[src/core/arc_pkg.sv]
//
// Notes on behaviour
// - high result holds bits 9:8, zero in 8-bit
// - low result holds low eight bits
// - compare-false completion leaves both results unchanged
// - 10-bit high read locks results until low read
// - completions while locked are dropped, not queued
// - 8-bit mode has no read interlock
// - 10-bit compare uses high compare bits 1:0
// - 8-bit compare ignores high compare register
// - low compare byte meets low result byte
// - config bit 7 selects low power
// - bits 6:5 divide input clock 1/2/4/8
// - config bit 4 selects long sample
// - bits 3:2 select 8-bit or 10-bit
// - bits 1:0 select converter input clock
// - pin-disable bit n governs channel n pin
// - disabled pin: hi-z, input zero, no pullup
// - round raw result to 10 or 8 bits
// - compare less-than, or greater-equal when selected
package arc_pkg;
   // ----------------------------------------
   // register byte offsets
   // ----------------------------------------
   localparam logic [7:0] ARC_OFS_RESULT_HIGH = 8'h00;
   localparam logic [7:0] ARC_OFS_RESULT_LOW = 8'h04;
   localparam logic [7:0] ARC_OFS_CMP_HIGH = 8'h08;
   localparam logic [7:0] ARC_OFS_CMP_LOW = 8'h0C;
   localparam logic [7:0] ARC_OFS_CONFIG = 8'h10;
   localparam logic [7:0] ARC_OFS_PIN_DIS = 8'h14;
   localparam logic [7:0] ARC_OFS_CMP_CTRL = 8'h18;
   // ----------------------------------------
   // field positions and codes
   // ----------------------------------------
   localparam int ARC_CFG_LOW_POWER_BIT = 7;
   localparam int ARC_CFG_DIV_LSB = 5;
   localparam int ARC_CFG_LONG_SAMPLE_BIT = 4;
   localparam int ARC_CFG_MODE_LSB = 2;
   localparam int ARC_CFG_CLK_LSB = 0;
   localparam int ARC_CTRL_ENABLE_BIT = 0;
   localparam int ARC_CTRL_GREATER_BIT = 1;
   localparam logic [1:0] ARC_MODE_8BIT = 2'h0;
   localparam logic [1:0] ARC_MODE_10BIT = 2'h2;
   localparam logic [7:0] ARC_CONFIG_RESET = 8'h00;
   localparam logic [7:0] ARC_BYTE_RESET = 8'h00;
   localparam logic [10:0] ARC_ROUND_10 = 11'h001;
   localparam logic [10:0] ARC_ROUND_8 = 11'h004;
   localparam logic [10:0] ARC_RAW_MAX = 11'h7FF;

   // decoded configuration fields
   typedef struct packed {
      logic low_power_select;
      logic [1:0] clock_divide_select;
      logic long_sample_select;
      logic [1:0] mode_select;
      logic [1:0] input_clock_select;
   } arc_cfg_t;
endpackage

[src/core/arc_regs.sv]
`timescale 1ns/1ps
module arc_regs #(
   parameter int NUM_PINS = 8
) (
   input wire logic clk_in,
   input wire logic reset_n_in,
   // apb slave
   input wire logic psel_in,
   input wire logic penable_in,
   input wire logic pwrite_in,
   input wire logic [7:0] paddr_in,
   input wire logic [31:0] pwdata_in,
   input wire logic [3:0] pstrb_in,
   output logic [31:0] prdata_out,
   output logic pready_out,
   output logic pslverr_out,
   // converter core side
   input wire logic conv_done_in,
   input wire logic [10:0] conv_raw_in,
   output logic low_power_out,
   output logic [1:0] clock_divide_out,
   output logic long_sample_out,
   output logic [1:0] mode_out,
   output logic [1:0] input_clock_out,
   output logic converter_clock_en_out,
   output logic result_locked_out,
   // port pins
   input wire logic [NUM_PINS-1:0] pin_level_in,
   input wire logic [NUM_PINS-1:0] port_out_in,
   input wire logic [NUM_PINS-1:0] port_oe_in,
   input wire logic [NUM_PINS-1:0] port_pullup_in,
   output logic [NUM_PINS-1:0] pin_out_out,
   output logic [NUM_PINS-1:0] pin_oe_out,
   output logic [NUM_PINS-1:0] pin_pullup_out,
   output logic [NUM_PINS-1:0] port_read_out
);
   // ----------------------------------------
   // state
   // ----------------------------------------
   logic [7:0] res_high_q, res_high_d;
   logic [7:0] res_low_q, res_low_d;
   logic [7:0] cmp_high_q, cmp_high_d;
   logic [7:0] cmp_low_q, cmp_low_d;
   logic [7:0] cfg_q, cfg_d;
   logic [NUM_PINS-1:0] pin_dis_q, pin_dis_d;
   logic [1:0] cmp_ctrl_q, cmp_ctrl_d;
   logic lock_q, lock_d;
   logic [31:0] rdata_q, rdata_d;
   logic [3:0] clk_cnt_q, clk_cnt_d;
   logic half_q, half_d;
   arc_pkg::arc_cfg_t cfg;
   logic acc_wr, acc_rd, mode10;
   logic [10:0] rounded;
   logic [9:0] result, cmp_val;
   logic cmp_true, take;
   logic rd_setup;
   logic [NUM_PINS-1:0] pin_s1_q, pin_s1_d;
   logic [NUM_PINS-1:0] pin_s2_q, pin_s2_d;
   logic [NUM_PINS-1:0] pin_s3_q, pin_s3_d;
   logic [NUM_PINS-1:0] pin_lvl_q, pin_lvl_d;

   assign cfg = arc_pkg::arc_cfg_t'(cfg_q);
   assign mode10 = (cfg.mode_select == arc_pkg::ARC_MODE_10BIT);
   // apb: zero wait states, every access in one access phase
   assign acc_wr = psel_in & penable_in & pwrite_in;
   assign acc_rd = psel_in & penable_in & ~pwrite_in;
   assign rd_setup = psel_in & ~penable_in & ~pwrite_in;
   assign pready_out = 1'b1;
   assign pslverr_out = 1'b0;
   assign prdata_out = rdata_q;

   // ----------------------------------------
   // rounding and compare
   // ----------------------------------------
   // half-lsb add, saturated so full scale does not wrap to zero
   always_comb
   begin
      rounded = conv_raw_in + (mode10 ? arc_pkg::ARC_ROUND_10 : arc_pkg::ARC_ROUND_8);
      if (rounded < conv_raw_in)
      begin
         rounded = arc_pkg::ARC_RAW_MAX;
      end
      result = mode10 ? rounded[10:1] : {2'b00, rounded[10:3]};
      cmp_val = mode10 ? {cmp_high_q[1:0], cmp_low_q} : {2'b00, cmp_low_q};
      cmp_true = cmp_ctrl_q[arc_pkg::ARC_CTRL_GREATER_BIT] ? (result >= cmp_val)
                                                           : (result < cmp_val);
      // lock only holds in 10-bit mode; dropped results are never queued
      take = conv_done_in & ~(mode10 & lock_q)
             & (~cmp_ctrl_q[arc_pkg::ARC_CTRL_ENABLE_BIT] | cmp_true);
   end

   // ----------------------------------------
   // register file next state
   // ----------------------------------------
   // software writes only low byte lane; read data latched in setup phase
   always_comb
   begin
      res_high_d = res_high_q;
      res_low_d = res_low_q;
      cmp_high_d = cmp_high_q;
      cmp_low_d = cmp_low_q;
      cfg_d = cfg_q;
      pin_dis_d = pin_dis_q;
      cmp_ctrl_d = cmp_ctrl_q;
      lock_d = lock_q;
      rdata_d = rdata_q;
      if (take)
      begin
         res_high_d = {6'h00, result[9:8]};
         res_low_d = result[7:0];
      end
      if (acc_wr && pstrb_in[0])
      begin
         unique case (paddr_in)
            arc_pkg::ARC_OFS_CMP_HIGH: cmp_high_d = {6'h00, pwdata_in[1:0]};
            arc_pkg::ARC_OFS_CMP_LOW: cmp_low_d = pwdata_in[7:0];
            arc_pkg::ARC_OFS_CONFIG: cfg_d = pwdata_in[7:0];
            arc_pkg::ARC_OFS_PIN_DIS: pin_dis_d = pwdata_in[NUM_PINS-1:0];
            arc_pkg::ARC_OFS_CMP_CTRL: cmp_ctrl_d = pwdata_in[1:0];
            default: ;
         endcase
      end
      // read data is latched in the setup phase so that it stands
      // through the access phase, where the master takes it
      if (rd_setup)
      begin
         unique case (paddr_in)
            arc_pkg::ARC_OFS_RESULT_HIGH: rdata_d = {24'h000000, res_high_q};
            arc_pkg::ARC_OFS_RESULT_LOW: rdata_d = {24'h000000, res_low_q};
            arc_pkg::ARC_OFS_CMP_HIGH: rdata_d = {24'h000000, cmp_high_q};
            arc_pkg::ARC_OFS_CMP_LOW: rdata_d = {24'h000000, cmp_low_q};
            arc_pkg::ARC_OFS_CONFIG: rdata_d = {24'h000000, cfg_q};
            arc_pkg::ARC_OFS_PIN_DIS: rdata_d = {{(32-NUM_PINS){1'b0}}, pin_dis_q};
            arc_pkg::ARC_OFS_CMP_CTRL: rdata_d = {30'h00000000, cmp_ctrl_q};
            default: rdata_d = 32'h00000000;
         endcase
      end
      // the lock side effects fire once, at the access edge
      if (acc_rd && (paddr_in == arc_pkg::ARC_OFS_RESULT_HIGH) && mode10)
      begin
         lock_d = 1'b1;
      end
      if (acc_rd && (paddr_in == arc_pkg::ARC_OFS_RESULT_LOW))
      begin
         lock_d = 1'b0;
      end
      // leaving 10-bit mode must not leave a stale lock behind
      if (!mode10)
      begin
         lock_d = 1'b0;
      end
   end

   always_ff @(posedge clk_in or negedge reset_n_in)
   begin
      if (!reset_n_in)
      begin
         res_high_q <= arc_pkg::ARC_BYTE_RESET;
         res_low_q <= arc_pkg::ARC_BYTE_RESET;
         cmp_high_q <= arc_pkg::ARC_BYTE_RESET;
         cmp_low_q <= arc_pkg::ARC_BYTE_RESET;
         cfg_q <= arc_pkg::ARC_CONFIG_RESET;
         pin_dis_q <= '0;
         cmp_ctrl_q <= 2'h0;
         lock_q <= 1'b0;
         rdata_q <= 32'h00000000;
      end
      else
      begin
         res_high_q <= res_high_d;
         res_low_q <= res_low_d;
         cmp_high_q <= cmp_high_d;
         cmp_low_q <= cmp_low_d;
         cfg_q <= cfg_d;
         pin_dis_q <= pin_dis_d;
         cmp_ctrl_q <= cmp_ctrl_d;
         lock_q <= lock_d;
         rdata_q <= rdata_d;
      end
   end

   // ----------------------------------------
   // converter clock enable from bus clock
   // ----------------------------------------
   // only the bus-clock sources are divided here; the alternate and
   // internal async sources are divided inside the analog core
   always_comb
   begin
      half_d = ~half_q;
      clk_cnt_d = clk_cnt_q;
      if ((cfg.input_clock_select == 2'h0) || half_q)
      begin
         clk_cnt_d = clk_cnt_q + 4'h1;
      end
      if (clk_cnt_d >= (4'h1 << cfg.clock_divide_select))
      begin
         clk_cnt_d = 4'h0;
      end
   end

   always_ff @(posedge clk_in or negedge reset_n_in)
   begin
      if (!reset_n_in)
      begin
         clk_cnt_q <= 4'h0;
         half_q <= 1'b0;
      end
      else
      begin
         clk_cnt_q <= clk_cnt_d;
         half_q <= half_d;
      end
   end

   assign converter_clock_en_out = (cfg.input_clock_select[1] == 1'b0)
                                   && ((cfg.input_clock_select == 2'h0) || half_q)
                                   && (clk_cnt_d == 4'h0);
   assign low_power_out = cfg.low_power_select;
   assign clock_divide_out = cfg.clock_divide_select;
   assign long_sample_out = cfg.long_sample_select;
   assign mode_out = cfg.mode_select;
   assign input_clock_out = cfg.input_clock_select;
   assign result_locked_out = lock_q;

   // ----------------------------------------
   // pin level synchroniser
   // ----------------------------------------
   // pins are asynchronous; a level counts only once stages two and
   // three agree, trading four cycles of latency for glitch immunity
   always_comb
   begin
      pin_s1_d = pin_level_in;
      pin_s2_d = pin_s1_q;
      pin_s3_d = pin_s2_q;
      pin_lvl_d = pin_lvl_q;
      for (int i = 0; i < NUM_PINS; i++)
      begin
         if (pin_s2_q[i] == pin_s3_q[i])
         begin
            pin_lvl_d[i] = pin_s3_q[i];
         end
      end
   end

   always_ff @(posedge clk_in or negedge reset_n_in)
   begin
      if (!reset_n_in)
      begin
         pin_s1_q <= '0;
         pin_s2_q <= '0;
         pin_s3_q <= '0;
         pin_lvl_q <= '0;
      end
      else
      begin
         pin_s1_q <= pin_s1_d;
         pin_s2_q <= pin_s2_d;
         pin_s3_q <= pin_s3_d;
         pin_lvl_q <= pin_lvl_d;
      end
   end

   // ----------------------------------------
   // pin gating
   // ----------------------------------------
   // a disabled pin has no output data, no enable and no pullup
   assign pin_out_out = port_out_in & ~pin_dis_q;
   assign pin_oe_out = port_oe_in & ~pin_dis_q;
   assign pin_pullup_out = port_pullup_in & ~pin_dis_q;
   assign port_read_out = pin_lvl_q & ~pin_dis_q;
endmodule // arc_regs

[config.mk]
export PLATFORM = sky130hd
export DESIGN_NAME = arc_regs
export DESIGN_NICKNAME = d
export VERILOG_FILES = /design/src/core/arc_pkg.sv /design/src/core/arc_regs.sv
export SDC_FILE = /design/constraint.sdc
export NUM_CORES = 1
export LEC_CHECK = 0
export ABC_AREA = 1
export BUFFER_PORTS_ARGS = -buffer_cell sky130_fd_sc_hd__buf_2
export CORE_MARGIN = 2
export CORE_UTILIZATION = 40
export CTS_CLUSTER_SIZE = 24
export DETAILED_ROUTE_END_ITERATION = 6
export GPL_TIMING_DRIVEN = 0
export PLACE_DENSITY = 0.68
export SLEW_MARGIN = 20
export SYNTH_ARGS = -nofsm -noshare
export SYNTH_HDL_FRONTEND = slang
export SYNTH_SLANG_ARGS = --single-unit
[constraint.sdc]
create_clock -name clk_in -period 3.8 [get_ports clk_in]
set_input_delay 0 -clock clk_in [delete_from_list [all_inputs] [get_ports clk_in]]
set_output_delay 0 -clock clk_in [all_outputs]
set_load 0.02 [all_outputs]
## Word level (Yosys, flattened, before mapping)

Index checks and enable logic that the tools add are counted.
Widths: inputs -> output; s select.

- $add $sub $neg: 2
- $lt $le $gt $ge: 4
- Equal/unequal tests: 16
- Shift-type cells: 1
- Muxes and demuxes: 11
- Bitwise gates (word level): 20
- Reduce and logical (&&, ||, !) cells: 15

Operators with widths:

| cell | count |
|---|---|
| $pmux 8 s7 | 1 |
| $and 8x8->8 | 4 |
| $eq 8x5->1 const B | 3 |
| $mux 10 | 2 |
| $eq 8x4->1 const B | 2 |
| $add 11x3->11 | 1 |
| $lt 11x11->1 | 1 |
| $mux 11 | 1 |
| $ge 10x10->1 | 1 |
| $lt 10x10->1 | 1 |
| $reduce_and 2->1 | 5 |
| $and 1x1->1 | 8 |
| $eq 1x1->1 | 8 |
| $eq 8x3->1 const B | 1 |
| $logic_not 8->1 | 1 |
| $mux 4 | 2 |
| $not 8->8 | 1 |
| $logic_and 1x1->1 | 6 |
| $not 1->1 | 6 |
| $add 4x1->4 const B | 1 |
| $ge 4x4->1 | 1 |
| $logic_not 4->1 | 1 |
| $mux 1 | 4 |
| $shl 1x2->4 const A | 1 |
| other kinds (6) | 6 |

- Flip-flop bits (word level): 108
- Bits of input ports: 93
- Output and inout port bits: 76
- Logic and storage cells: 91

## Longest topological paths before layout

Gate-level depths: netlist (run 1).

- Depth after elaboration: 10
- Mapped depth: 29
- Depth with buffers taken out: 28

## Least setup slack after synthesis (run 1)

OpenSTA, ideal clock, no wires.

- Path type: reg2reg
- Start point: reg cfg_q[3], in the netlist cfg[3]
- End point: reg res_high_q[0]
- Setup time: 119 ps
- Arrival: 3536 ps
- Required time: 3681 ps
- Slack: 146 ps
- Stages on the path, launching flop included: 30
- Path buffers: 1
- Period minus slack after synthesis: 3654 ps
- Path through: dfrtp_1 > inv_1 > nor2_2 > nand2_1 > inv_1 > ha_1 > xor2_1 > inv_1 > ha_1 > a21oi_1 > nand2_1 > nand3_1 > nand2_1 > nand2_1 > nand2_1 > nand2_1 > nand2_2 > buf_6 > a21oi_1 > ha_1 > nand2_1 > nor2_1 > o211ai_1 > nand3_1 > a21oi_1 > o21ai_0 > nand2_1 > clkinv_1 > nand3_1 > nand2_1

- Cells in the longest elaborated chain, start to end: 10
- Elaborated cells between the ends (all ways): 15
- Classes of those cells: add/sub: 1; order compare: 3; eq/ne: 1; mux: 5; bitwise: 5

Ends and longest elaborated chain:

| what | RTL line | source |
|---|---|---|
| start, declared | arc_regs.sv:44 | `logic [7:0] cfg_q, cfg_d;` |
| start signal, assigned | arc_regs.sv:162 | `cfg_q <= arc_pkg::ARC_CONFIG_RESET;` |
| start signal, assigned | arc_regs.sv:174 | `cfg_q <= cfg_d;` |
| $eq 2x2->1 (*) | arc_regs.sv:63 | `assign mode10 = (cfg.mode_select == arc_pkg::ARC_MODE_10BIT);` |
| $mux 3 | arc_regs.sv:78 | `rounded = conv_raw_in + (mode10 ? arc_pkg::ARC_ROUND_10 : arc_pkg::ARC_ROUND_8);` |
| $add 11x3->11 | arc_regs.sv:78 |  |
| $lt 11x11->1 | arc_regs.sv:79 | `if (rounded < conv_raw_in)` |
| $mux 11 | arc_regs.sv:79 |  |
| $mux 10 (*) | arc_regs.sv:83 | `result = mode10 ? rounded[10:1] : {2'b00, rounded[10:3]};` |
| net result[9] | arc_regs.sv:54 | `logic [9:0] result, cmp_val;` |
| $lt 10x10->1 / $ge 10x10->1 (equally long branches) | arc_regs.sv:86, arc_regs.sv:85 |  |
| $mux 1 (*) | arc_regs.sv:85 | `cmp_true = cmp_ctrl_q[arc_pkg::ARC_CTRL_GREATER_BIT] ? (result >= cmp_val)` |
| $or 1x1->1 (*) | arc_regs.sv:89 | `& (~cmp_ctrl_q[arc_pkg::ARC_CTRL_ENABLE_BIT] \| cmp_true);` |
| $and 1x1->1 (*) | arc_regs.sv:89 |  |
| end signal, assigned | arc_regs.sv:158 | `res_high_q <= arc_pkg::ARC_BYTE_RESET;` |
| end signal, assigned | arc_regs.sv:170 | `res_high_q <= res_high_d;` |
| end, declared | arc_regs.sv:40 | `logic [7:0] res_high_q, res_high_d;` |

Mark *: on every way through the listed nets, which the timed path passes. The rest lies on a longest branch.
A chain may end at the register's enable or synchronous reset.

## Worst setup path in the final report (run 1)

Ends and elaborated chain as after synthesis.

==> results by group, run 1 <==
Run status
  • Status: complete, no violations

Timing
  • Total count of max-transition violations in the final report: 0
  • Hold Vio Cnt, Final: 0
  • RSZ-0062 raised after global routing: true
  • Fmax achieved: 0.267 GHz
  • Min cycle time layout: 3.74 ns
  • Final period util: 0.984
  • Slew headroom: 0.509
  • Worst Hold Slack: approximately 0.0084 ns
  • Layout Skew: 0.00775 ns
  • Final worst slack: 0.0612 ns
  • Final setup fails: 0
  • Transition time of the tightest slew-check pin: approximately 0.73 ns

Finish
  • Number of diodes: 0
  • Filler cells: 1024
  • Share of cells above drive strength 1: 0.302
  • Sequential cell area: between 0.002 and 0.0025 mm2
  • Commonest non-fill, non-tap cell in the layout: nand2_1
  • Footprint of the multi-input gates: between 0.002 and 0.0025 mm2
  • Synth-to-Final Area Change: 35.7%
  • Fin nets: 884
  • Commonest non-fill, non-tap cells in the layout: 143 x nand2_1, 114 x buf_2, 88 x inv_1
  • Final core utilization: 0.557

Detailed routing
  • Post-DRT Antenna Nets: 0
  • First DRT Iteration DRCs: 289
  • Vias: about 4300
  • WL final: 11600 um
  • Drc violations: 0
  • Via/cell ratio: around 4.7
  • Wire per inst: 12.7 um
  • TritonRoute pass-1 iters: 4

Global route
  • Global-route wire length before repair: 18800 um
  • Vias in the first global route: 4202
  • Global route overflow: 0
  • GR Util All Layers: 0.181
  • Initial antenna violation count: 0
  • Largest net degree at the start of global routing: 46

CTS
  • Latest clock arrival within the worst-skew pair: 0.34 ns
  • H-tree depth: 3
  • TritonCTS Sinks: 84
  • CTS buffer count: 9
  • CTS tree: yes
  • Reg clk slew, reported paths: roughly 0.07 ns
  • Clock Path Buffers: 2
  • Root buffer cell: clkbuf_16

Logic synthesis
  • Synth area leaders: dfrtp_1 45%, nand2_1 12%, inv_1 7.3%
  • Syn Inst Count: 590
  • YS warnings: 0
  • Post-synth EDFFs: 0
  • Synth Flop Type: dfrtp_1
  • Synth area leader: dfrtp_1
  • Yosys reg bits: 84
  • Synth top area share: 0.447
  • Post-synthesis sequential area ratio: 0.447
  • Cell variety after synth: 36
  • Post-synthesis cell area: 0.00470 mm2
  • Ys async rst share: 1.00
  • Mean post-synth cell area: 7.97 um2

Worst setup path
  • R2R cell count: 26
  • CP Capture Point: res_high_q[0]
  • Startpoint Class: flop
  • CP Launch Point: cfg[3]
  • Worst path arrival time: slightly below 4 ns
  • CP Max Fanout: 5
  • Crit end category: flop
  • RR Startpoint: cfg[3]
  • Worst r2r dst: res_high_q[0]
  • Reg2reg setup slack: 0.06 ns
  • CP Data Required Time: 4.03 ns
  • Setup Crit Path Kind: reg2reg

Place
  • PortBufs: about 110
  • Gpl congestion: roughly 0.82
  • Post-detail-place hpwl: 8610 um
  • Worst slack, placed: -0.360 ns

Floorplanning
  • Initial Util: 0.410
  • Die W: 112 um
  • Core area: approximately 0.011 mm2
  • DIE AREA: 0.0126 mm2
  • Die height: 112 um
  • IO Pins: 169
  • FP Rows: 39

Min path
  • Tightest Hold Check Type: in2reg

Power and ir drop
  • Pleak: 3.39 nW
  • Peak supply drop: roughly 290 uV
  • Pwr Density: 348 mW/mm2

Flow run
  • Max_cap viols: 0
## registers in the layout, summed over array words and instances, names as in the netlist
| name | cells |
|---|---|
| result_locked_out | 1 |
| cfg | 8 |
| res_high_q | 2 |
| cmp_low_q | 8 |
| half_q | 1 |
| res_low_q | 8 |
| clk_cnt_q | 4 |
| cmp_high_q | 2 |
| pin_dis_q | 8 |
| pin_s3_q | 8 |
| prdata_out | 8 |
| cmp_ctrl_q | 2 |
| pin_s2_q | 8 |
| pin_s1_q | 8 |
| pin_lvl_q | 8 |
## repair_timing
item	4_1_cts	5_1_grt
resized for setup	8	44
endpoints found under the setup margin	10	10
cloned	0	3
buffers inserted	3	7
hold endpoints to repair	71	0
hold buffers	16	0
pin swaps	1	15
## metal layers
layer / GRT usage / share of wire / vias up
li1: - / - / 2174
met1: 0.223 / 0.41 / 1998
met2: 0.316 / 0.51 / 139
met3: 0.0346 / 0.057 / 21
met4: 0.0650 / 0.019 / 0
met5: 0 / 0 / -
## where the power goes
part | switching, mW | total [mW] | internal [mW]
Combinational | 0.187 | 0.320 | 0.134
Sequential | 0.0187 | 0.945 | 0.926
Clock | 0.368 | 0.953 | 0.585
## area by class of cell
| cell class | count | area share |
|---|---|---|
| multi-input combinational | 400 | 0.358 |
| timing repair inverter | 1 | 0.00118 |
| clock buffer | 9 | 0.0353 |
| clock inverter | 7 | 0.0165 |
| buffer | 34 | 0.0384 |
| sequential | 84 | 0.330 |
| inverter | 96 | 0.0572 |
| timing repair buffer | 143 | 0.135 |
| tap | 143 | 0.0280 |
## cell families after synthesis
group | count (synthesis) | synth area share
buffers and inverters | 130 | 0.126
flip-flops | 84 | 0.447
multiplexers | 6 | 0.0144
other | 2 | 0.00160
AND/OR/NAND/NOR | 268 | 0.248
AO/OA/AOI/OAI | 61 | 0.0702
adder cells (fa/ha/maj) | 30 | 0.0756
XOR/XNOR | 9 | 0.0168
## worst min-delay path by stage
stage | from | endpoint | slack, ns | cells past startpoint
after floorplan | reset_n_in | cfg[0] | -0.30 | 0
after global placement | pin_level_in[6] | pin_s1_q[6] | 0.11 | 1
after detailed placement | reset_n_in | pin_s1_q[1] | 0.04 | 1
after CTS | pwdata_in[0] | cmp_low_q[0] | 0.009 | 3
after global routing | pwdata_in[0] | cmp_high_q[0] | 0.03 | 3
final | pwdata_in[0] | cmp_low_q[0] | 0.008 | 3
## worst max-delay path: stages (launching register included)
cell and delay (ns):
dfrtp_2 0.43, buf_4 0.16, nand2_2 0.12, nand2_4 0.09, inv_2 0.10, a31oi_4 0.06, nor4_1 0.21, ha_1 0.30
xor2_1 0.14, nand2_1 0.09, nor2_1 0.06, nor2_2 0.14, nand2_4 0.09, buf_8 0.15, a21oi_2 0.17, ha_4 0.23
nand2_2 0.09, nor2_2 0.05, o211ai_1 0.10, nand3_2 0.13, a21oi_2 0.18, o21ai_2 0.07, nand2_2 0.14, buf_4 0.14
inv_4 0.04, nand3_1 0.07, nand2_1 0.06
## cells in the mapped netlist (3+ instances only)
master and count:
a21oi_1 10, buf_4 26, clkbuf_1 6, dfrtp_1 84, ha_1 22, inv_1 92, maj3_1 8, mux2_2 6
nand2_1 148, nand2_2 6, nand3_1 24, nand4_1 15, nor2_1 56, nor2_2 3, nor3_1 4, o21ai_0 43
or2_2 3, xnor2_1 3, xor2_1 6
## per-stage QoR
step,TNS (ns),area [um2],total power [mW],cells
5_1_grt,-2.03,6380,2.32,917
3_3_place_gp,-2.74,5540,1.23,871
4_1_cts,0,6100,2.21,907
3_5_place_dp,-3.42,5570,1.24,872
2_1_floorplan,0,4790,1.13,614
6_report,0,6380,2.22,917
Note: power is estimated with default switching activity, not from simulation.
==> run 2, diff against run 1 <==
--- a/config.mk
+++ b/config.mk
@@ -6,13 +6,13 @@
 export NUM_CORES = 1
 export LEC_CHECK = 0
 export ABC_AREA = 1
-export BUFFER_PORTS_ARGS = -buffer_cell sky130_fd_sc_hd__buf_2
 export CORE_MARGIN = 2
 export CORE_UTILIZATION = 40
 export CTS_CLUSTER_SIZE = 24
 export DETAILED_ROUTE_END_ITERATION = 6
+export DONT_BUFFER_PORTS = 1
 export GPL_TIMING_DRIVEN = 0
-export PLACE_DENSITY = 0.68
+export PLACE_DENSITY = 0.55
 export SLEW_MARGIN = 20
 export SYNTH_ARGS = -nofsm -noshare
 export SYNTH_HDL_FRONTEND = slang
==> results by group, run 2 (synthesis results as in run 1) <==
Finish
  • Synth-to-Final Area Change: 23.3%
  • Number of diodes: 0
  • Final std cells w/o fill: 808
  • Commonest non-fill, non-tap cells in the layout: 141 x nand2_1, 90 x inv_1, 82 x dfrtp_1
  • Share of cells above drive strength 1: 0.167
  • Fin nets: 775
  • Commonest non-fill, non-tap cell in the layout: nand2_1
  • Filler cells: between 1000 and 1500

Min path
  • HP Start: paddr_in[3]
  • WHS Path Cells: 4
  • WHS Endpoint: cmp_high_q[0]
  • Tightest Hold Check Type: in2reg

CTS
  • Clock Path Buffers: 2
  • CTS buffer count: 9
  • CTS tree: yes
  • Root buffer cell: clkbuf_16
  • Latest clock arrival within the worst-skew pair: 0.34 ns
  • H-tree depth: 3
  • TritonCTS Sinks: 84
  • Reg clk slew, reported paths: 0.06 ns

Worst setup path
  • Crit end category: flop
  • Reg2reg setup slack: approximately 0.038 ns
  • RR Startpoint: cfg[3]
  • CP Max Fanout: 6
  • Most used cell, CP: nand2_1
  • Setup Crit Path Kind: reg2reg
  • CP Launch Point: cfg[3]
  • Worst r2r dst: res_high_q[1]
  • Max incr delay on CP: 0.51 ns
  • Worst path arrival time: around 4 ns
  • CP Data Required Time: approximately 4.0 ns
  • Slowest cell on crit path: dfrtp_2
  • R2R cell count: 29
  • Startpoint Class: flop

Place
  • Cells after DPL: 757
  • Post-detail-place hpwl: 8100 um
  • Gpl congestion: 0.868
  • PortBufs: 0
  • Worst slack, placed: -0.595 ns

Power and ir drop
  • Pleak: 2.93 nW
  • Peak supply drop: 254 uV
  • Pwr Density: approximately 370 mW/mm2

Floorplanning
  • Initial Util: 0.410
  • DIE AREA: 0.0126 mm2
  • IO Pins: 169
  • Die W: around 110 um
  • Core area: approximately 0.011 mm2
  • FP Rows: 39
  • Die height: 112 um

Timing
  • Hold Vio Cnt, Final: 0
  • RSZ-0062 raised after global routing: true
  • Layout Skew: 0.00727 ns
  • Total count of max-transition violations in the final report: 0
  • TNS Setup: 0 ns
  • Min cycle time layout: 3.76 ns
  • Transition time of the tightest slew-check pin: 0.917 ns
  • Final period util: 0.990
  • Worst Hold Slack: 0.0694 ns
  • Fmax achieved: approximately 0.27 GHz
  • Final worst slack: approximately 0.038 ns
  • Slew headroom: 0.383
  • Final setup fails: 0

Global route
  • Initial antenna violation count: 0
  • Vias in the first global route: between 3000 and 4000
  • GR Util All Layers: 0.176
  • Global route overflow: 0
  • Largest net degree at the start of global routing: 85
  • Global-route wire length before repair: roughly 18000 um

Detailed routing
  • Via/cell ratio: roughly 4.7
  • Wire per inst: 13.3 um
  • Post-DRT Antenna Nets: 0
  • TritonRoute pass-1 iters: 6
  • Drc violations: 0
  • Vias: 3830
  • First DRT Iteration DRCs: 228
  • WL final: 10800 um

Flow run
  • Max_cap viols: 0

Run status
  • Status: complete, no violations
run 2: changes by cell type in the layout (fill, tap and decap cells not counted), moves of 3 or more:
cell	previous run	this run
a21oi_1	3	6
a21oi_2	7	4
buf_2	114	1
clkinv_4	1	4
dlygate4sd3_1	16	22
ha_1	14	18
ha_4	7	4
nand2_2	8	11
run 2: how the worst max path moves through the flow:
| stage | to | depth (start not counted) |
|---|---|---|
| after floorplan | res_high_q[0] | 29 |
| after global placement | res_low_q[1] | 29 |
| after detailed placement | res_low_q[3] | 29 |
| after CTS | res_low_q[3] | 29 |
| after global routing | res_low_q[1] | 29 |
| final | res_high_q[1] | 29 |
run 2: critical path, delay by kind of cell, from the launching register on:
kind            cells  cell delay (ns)
simple gates       17             1.34
fa+ha+maj           3             0.72
buf+inv             5             0.57
flops               1             0.51
compound gates      3             0.36
xor+xnor            1             0.14
run 2: where the power goes:
group | internal, mW | leakage [nW] | switching (mW) | total (mW)
sequential | 0.927 | 1.07 | 0.0204 | 0.947
clock | 0.596 | 0.156 | 0.348 | 0.943
combinational | 0.0950 | 1.71 | 0.163 | 0.259
total | 1.62 | 2.93 | 0.531 | 2.15
run 2: layout make-up:
type,count,area [um2],share of cell area
multi-input combinational,400,2230,0.384
sequential,84,2100,0.363
inverter,96,368,0.0634
timing repair buffer,34,337,0.0580
buffer,34,245,0.0423
clock buffer,11,243,0.0419
tap,143,179,0.0309
clock inverter,5,85.1,0.0147
timing repair inverter,1,8.76,0.00151
run 2: layer usage:
| metal | GRT usage | routed length, um | up-vias |
|---|---|---|---|
| li1 | - | - | 1942 |
| met1 | 0.226 | 4850 | 1762 |
| met3 | 0.0308 | 547 | 13 |
| met4 | 0.0593 | 156 | 0 |
| met2 | 0.301 | 5230 | 113 |
| met5 | 0 | 0 | - |
run 2: stage by stage:
step | util | cell area, um2 | total power, mW
CTS | 0.497 | 5700 | 2.17
floorplan | - | 4790 | 1.13
global placement | 0.434 | 4970 | 1.16
finish | 0.506 | 5800 | 2.15
global route | 0.506 | 5800 | 2.24
detailed placement | 0.434 | 4970 | 1.16
run 2: timing repair:
action,4_1_cts,5_1_grt
endpoints found under the setup margin,10,10
hold buffers,23,0
setup buffers,5,4
endpoints found under the hold margin,123,0
cloned,3,0
pin swaps,5,11
gates resized for setup,25,17
==> run 3, diff against run 2 <==
==> constraint.sdc (replaced) <==
create_clock -name clk_in -period 3.8 [get_ports clk_in]
set_input_delay 0.57 -clock clk_in [delete_from_list [all_inputs] [get_ports clk_in]]
set_output_delay 0.57 -clock clk_in [all_outputs]
set_load 0.02 [all_outputs]
==> results by group, run 3 (synthesis results as in run 1) <==
Run status
  • Status: complete, no violations

Finish
  • Commonest non-fill, non-tap cell in the layout: nand2_1
  • Fin nets: 753
  • Synth-to-Final Area Change: 19.3%
  • Post-route cell area: 0.00561 mm2
  • Filler cells: roughly 1100
  • Number of diodes: 0
  • Commonest non-fill, non-tap cells in the layout: 141 x nand2_1, 90 x inv_1, 82 x dfrtp_1
  • Final std cells w/o fill: 786
  • Share of cells above drive strength 1: 0.176

Worst setup path
  • CP Max Fanout: 6
  • Worst r2r dst: res_high_q[0]
  • Max incr delay on CP: ~0.5 ns
  • RR Startpoint: cfg[3]
  • Worst path bufs/invs: 5
  • Slowest cell on crit path: dfrtp_2
  • Startpoint Class: flop
  • Worst path arrival time: approximately 4.0 ns
  • Crit end category: flop
  • Crit path max-delay family: simple AND/OR/NAND/NOR gates
  • R2R cell count: 28
  • Most used cell, CP: nand2_1
  • Reg2reg setup slack: 0.06 ns
  • CP Data Required Time: just over 4 ns
  • Setup Crit Path Kind: reg2reg

Floorplanning
  • Initial Util: 0.410
  • IO Pins: approximately 170
  • Die height: 112 um
  • Die W: about 110 um
  • FP Rows: 39
  • Core area: 0.0115 mm2
  • DIE AREA: approximately 0.013 mm2

Place
  • Cells after DPL: 757
  • Gpl congestion: 0.868
  • Placed Area: 0.00497 mm2
  • Post-detail-place hpwl: 8100 um
  • PortBufs: 0
  • Worst slack, placed: -0.595 ns

Min path
  • Tightest Hold Check Type: in2async

Detailed routing
  • Post-DRT Antenna Nets: 0
  • First DRT Iteration DRCs: 235
  • Wire per inst: 13.6 um
  • Via/cell ratio: 4.78
  • Drc violations: 0
  • Vias: 3759
  • TritonRoute pass-1 iters: 4
  • WL final: 10700 um

Global route
  • Initial antenna violation count: 0
  • GR Util All Layers: 0.174
  • Largest net degree at the start of global routing: 85
  • Global-route wire length before repair: 17700 um
  • Vias in the first global route: between 3000 and 4000
  • Global route overflow: 0

Timing
  • Final worst slack: approximately 0.062 ns
  • Final setup fails: 0
  • Min cycle time layout: roughly 3.7 ns
  • Layout Skew: roughly 0.005 ns
  • TNS Setup: 0 ns
  • Transition time of the tightest slew-check pin: 0.738 ns
  • Fmax achieved: around 0.27 GHz
  • Hold Vio Cnt, Final: 0
  • Total count of max-transition violations in the final report: 0
  • Final period util: 0.984
  • RSZ-0062 raised after global routing: true
  • Slew headroom: 0.506

CTS
  • CTS buffer count: 9
  • Clock Path Buffers: 2
  • H-tree depth: 3
  • Latest clock arrival within the worst-skew pair: between 0.3 and 0.4 ns
  • TritonCTS Sinks: 84
  • Root buffer cell: clkbuf_16
  • Reg clk slew, reported paths: ~0.060 ns
  • CTS tree: yes

Power and ir drop
  • Pwr Density: 379 mW/mm2
  • Peak supply drop: 253 uV
  • Tot Pwr: 2.13 mW
  • Pleak: 2.84 nW

Flow run
  • Max_cap viols: 0
## run 3: area by class of cell
| cell class | count | area [um2] | area share |
|---|---|---|---|
| buffer | 34 | 245 | 0.0437 |
| clock buffer | 11 | 243 | 0.0432 |
| clock inverter | 5 | 85.1 | 0.0152 |
| inverter | 96 | 368 | 0.0655 |
| multi-input combinational | 400 | 2260 | 0.403 |
| sequential | 84 | 2100 | 0.375 |
| tap | 143 | 179 | 0.0319 |
| timing repair buffer | 12 | 116 | 0.0207 |
| timing repair inverter | 1 | 8.76 | 0.00156 |
## run 3: how the worst max path moves through the flow
stage,startpoint,to,slack (ns),cells after the start
5_1_grt,cfg[3],res_low_q[1],-0.21,29
2_1_floorplan,cfg[3],res_high_q[0],0.15,29
6_report,cfg[3],res_high_q[0],0.06,28
4_1_cts,cfg[3],res_low_q[3],0.01,29
3_3_place_gp,cfg[3],res_low_q[1],-0.50,29
3_5_place_dp,cfg[3],res_low_q[3],-0.59,29
## run 3: timing repair
item | in CTS | in global routing
setup buffers | 5 | 4
hold buffers | 1 | 0
gates cloned | 3 | 0
pin swaps | 5 | 8
endpoints found under the hold margin | 84 | 0
endpoints found under the setup margin | 11 | 11
resized for setup | 28 | 19
## run 3: layer usage
| layer | GRT usage | routed length [um] | vias up |
|---|---|---|---|
| met1 | 0.226 | 4720 | 1724 |
| met5 | 0 | 0 | - |
| met3 | 0.0324 | 637 | 15 |
| met2 | 0.294 | 5150 | 123 |
| li1 | - | - | 1897 |
| met4 | 0.0593 | 165 | 0 |
## run 3: report_power, final
| part | switching, mW | total (mW) | internal [mW] |
|---|---|---|---|
| sequential | 0.0205 | 0.947 | 0.927 |
| combinational | 0.160 | 0.242 | 0.0819 |
| clock | 0.345 | 0.941 | 0.596 |
## run 3: stage by stage
stage / utilization / hold WS [ns]
after floorplan: - / 0.274
after global placement: 0.434 / 0.276
after detailed placement: 0.434 / 0.276
after CTS: 0.480 / 0.152
after global routing: 0.489 / 0.181
final: 0.489 / 0.144
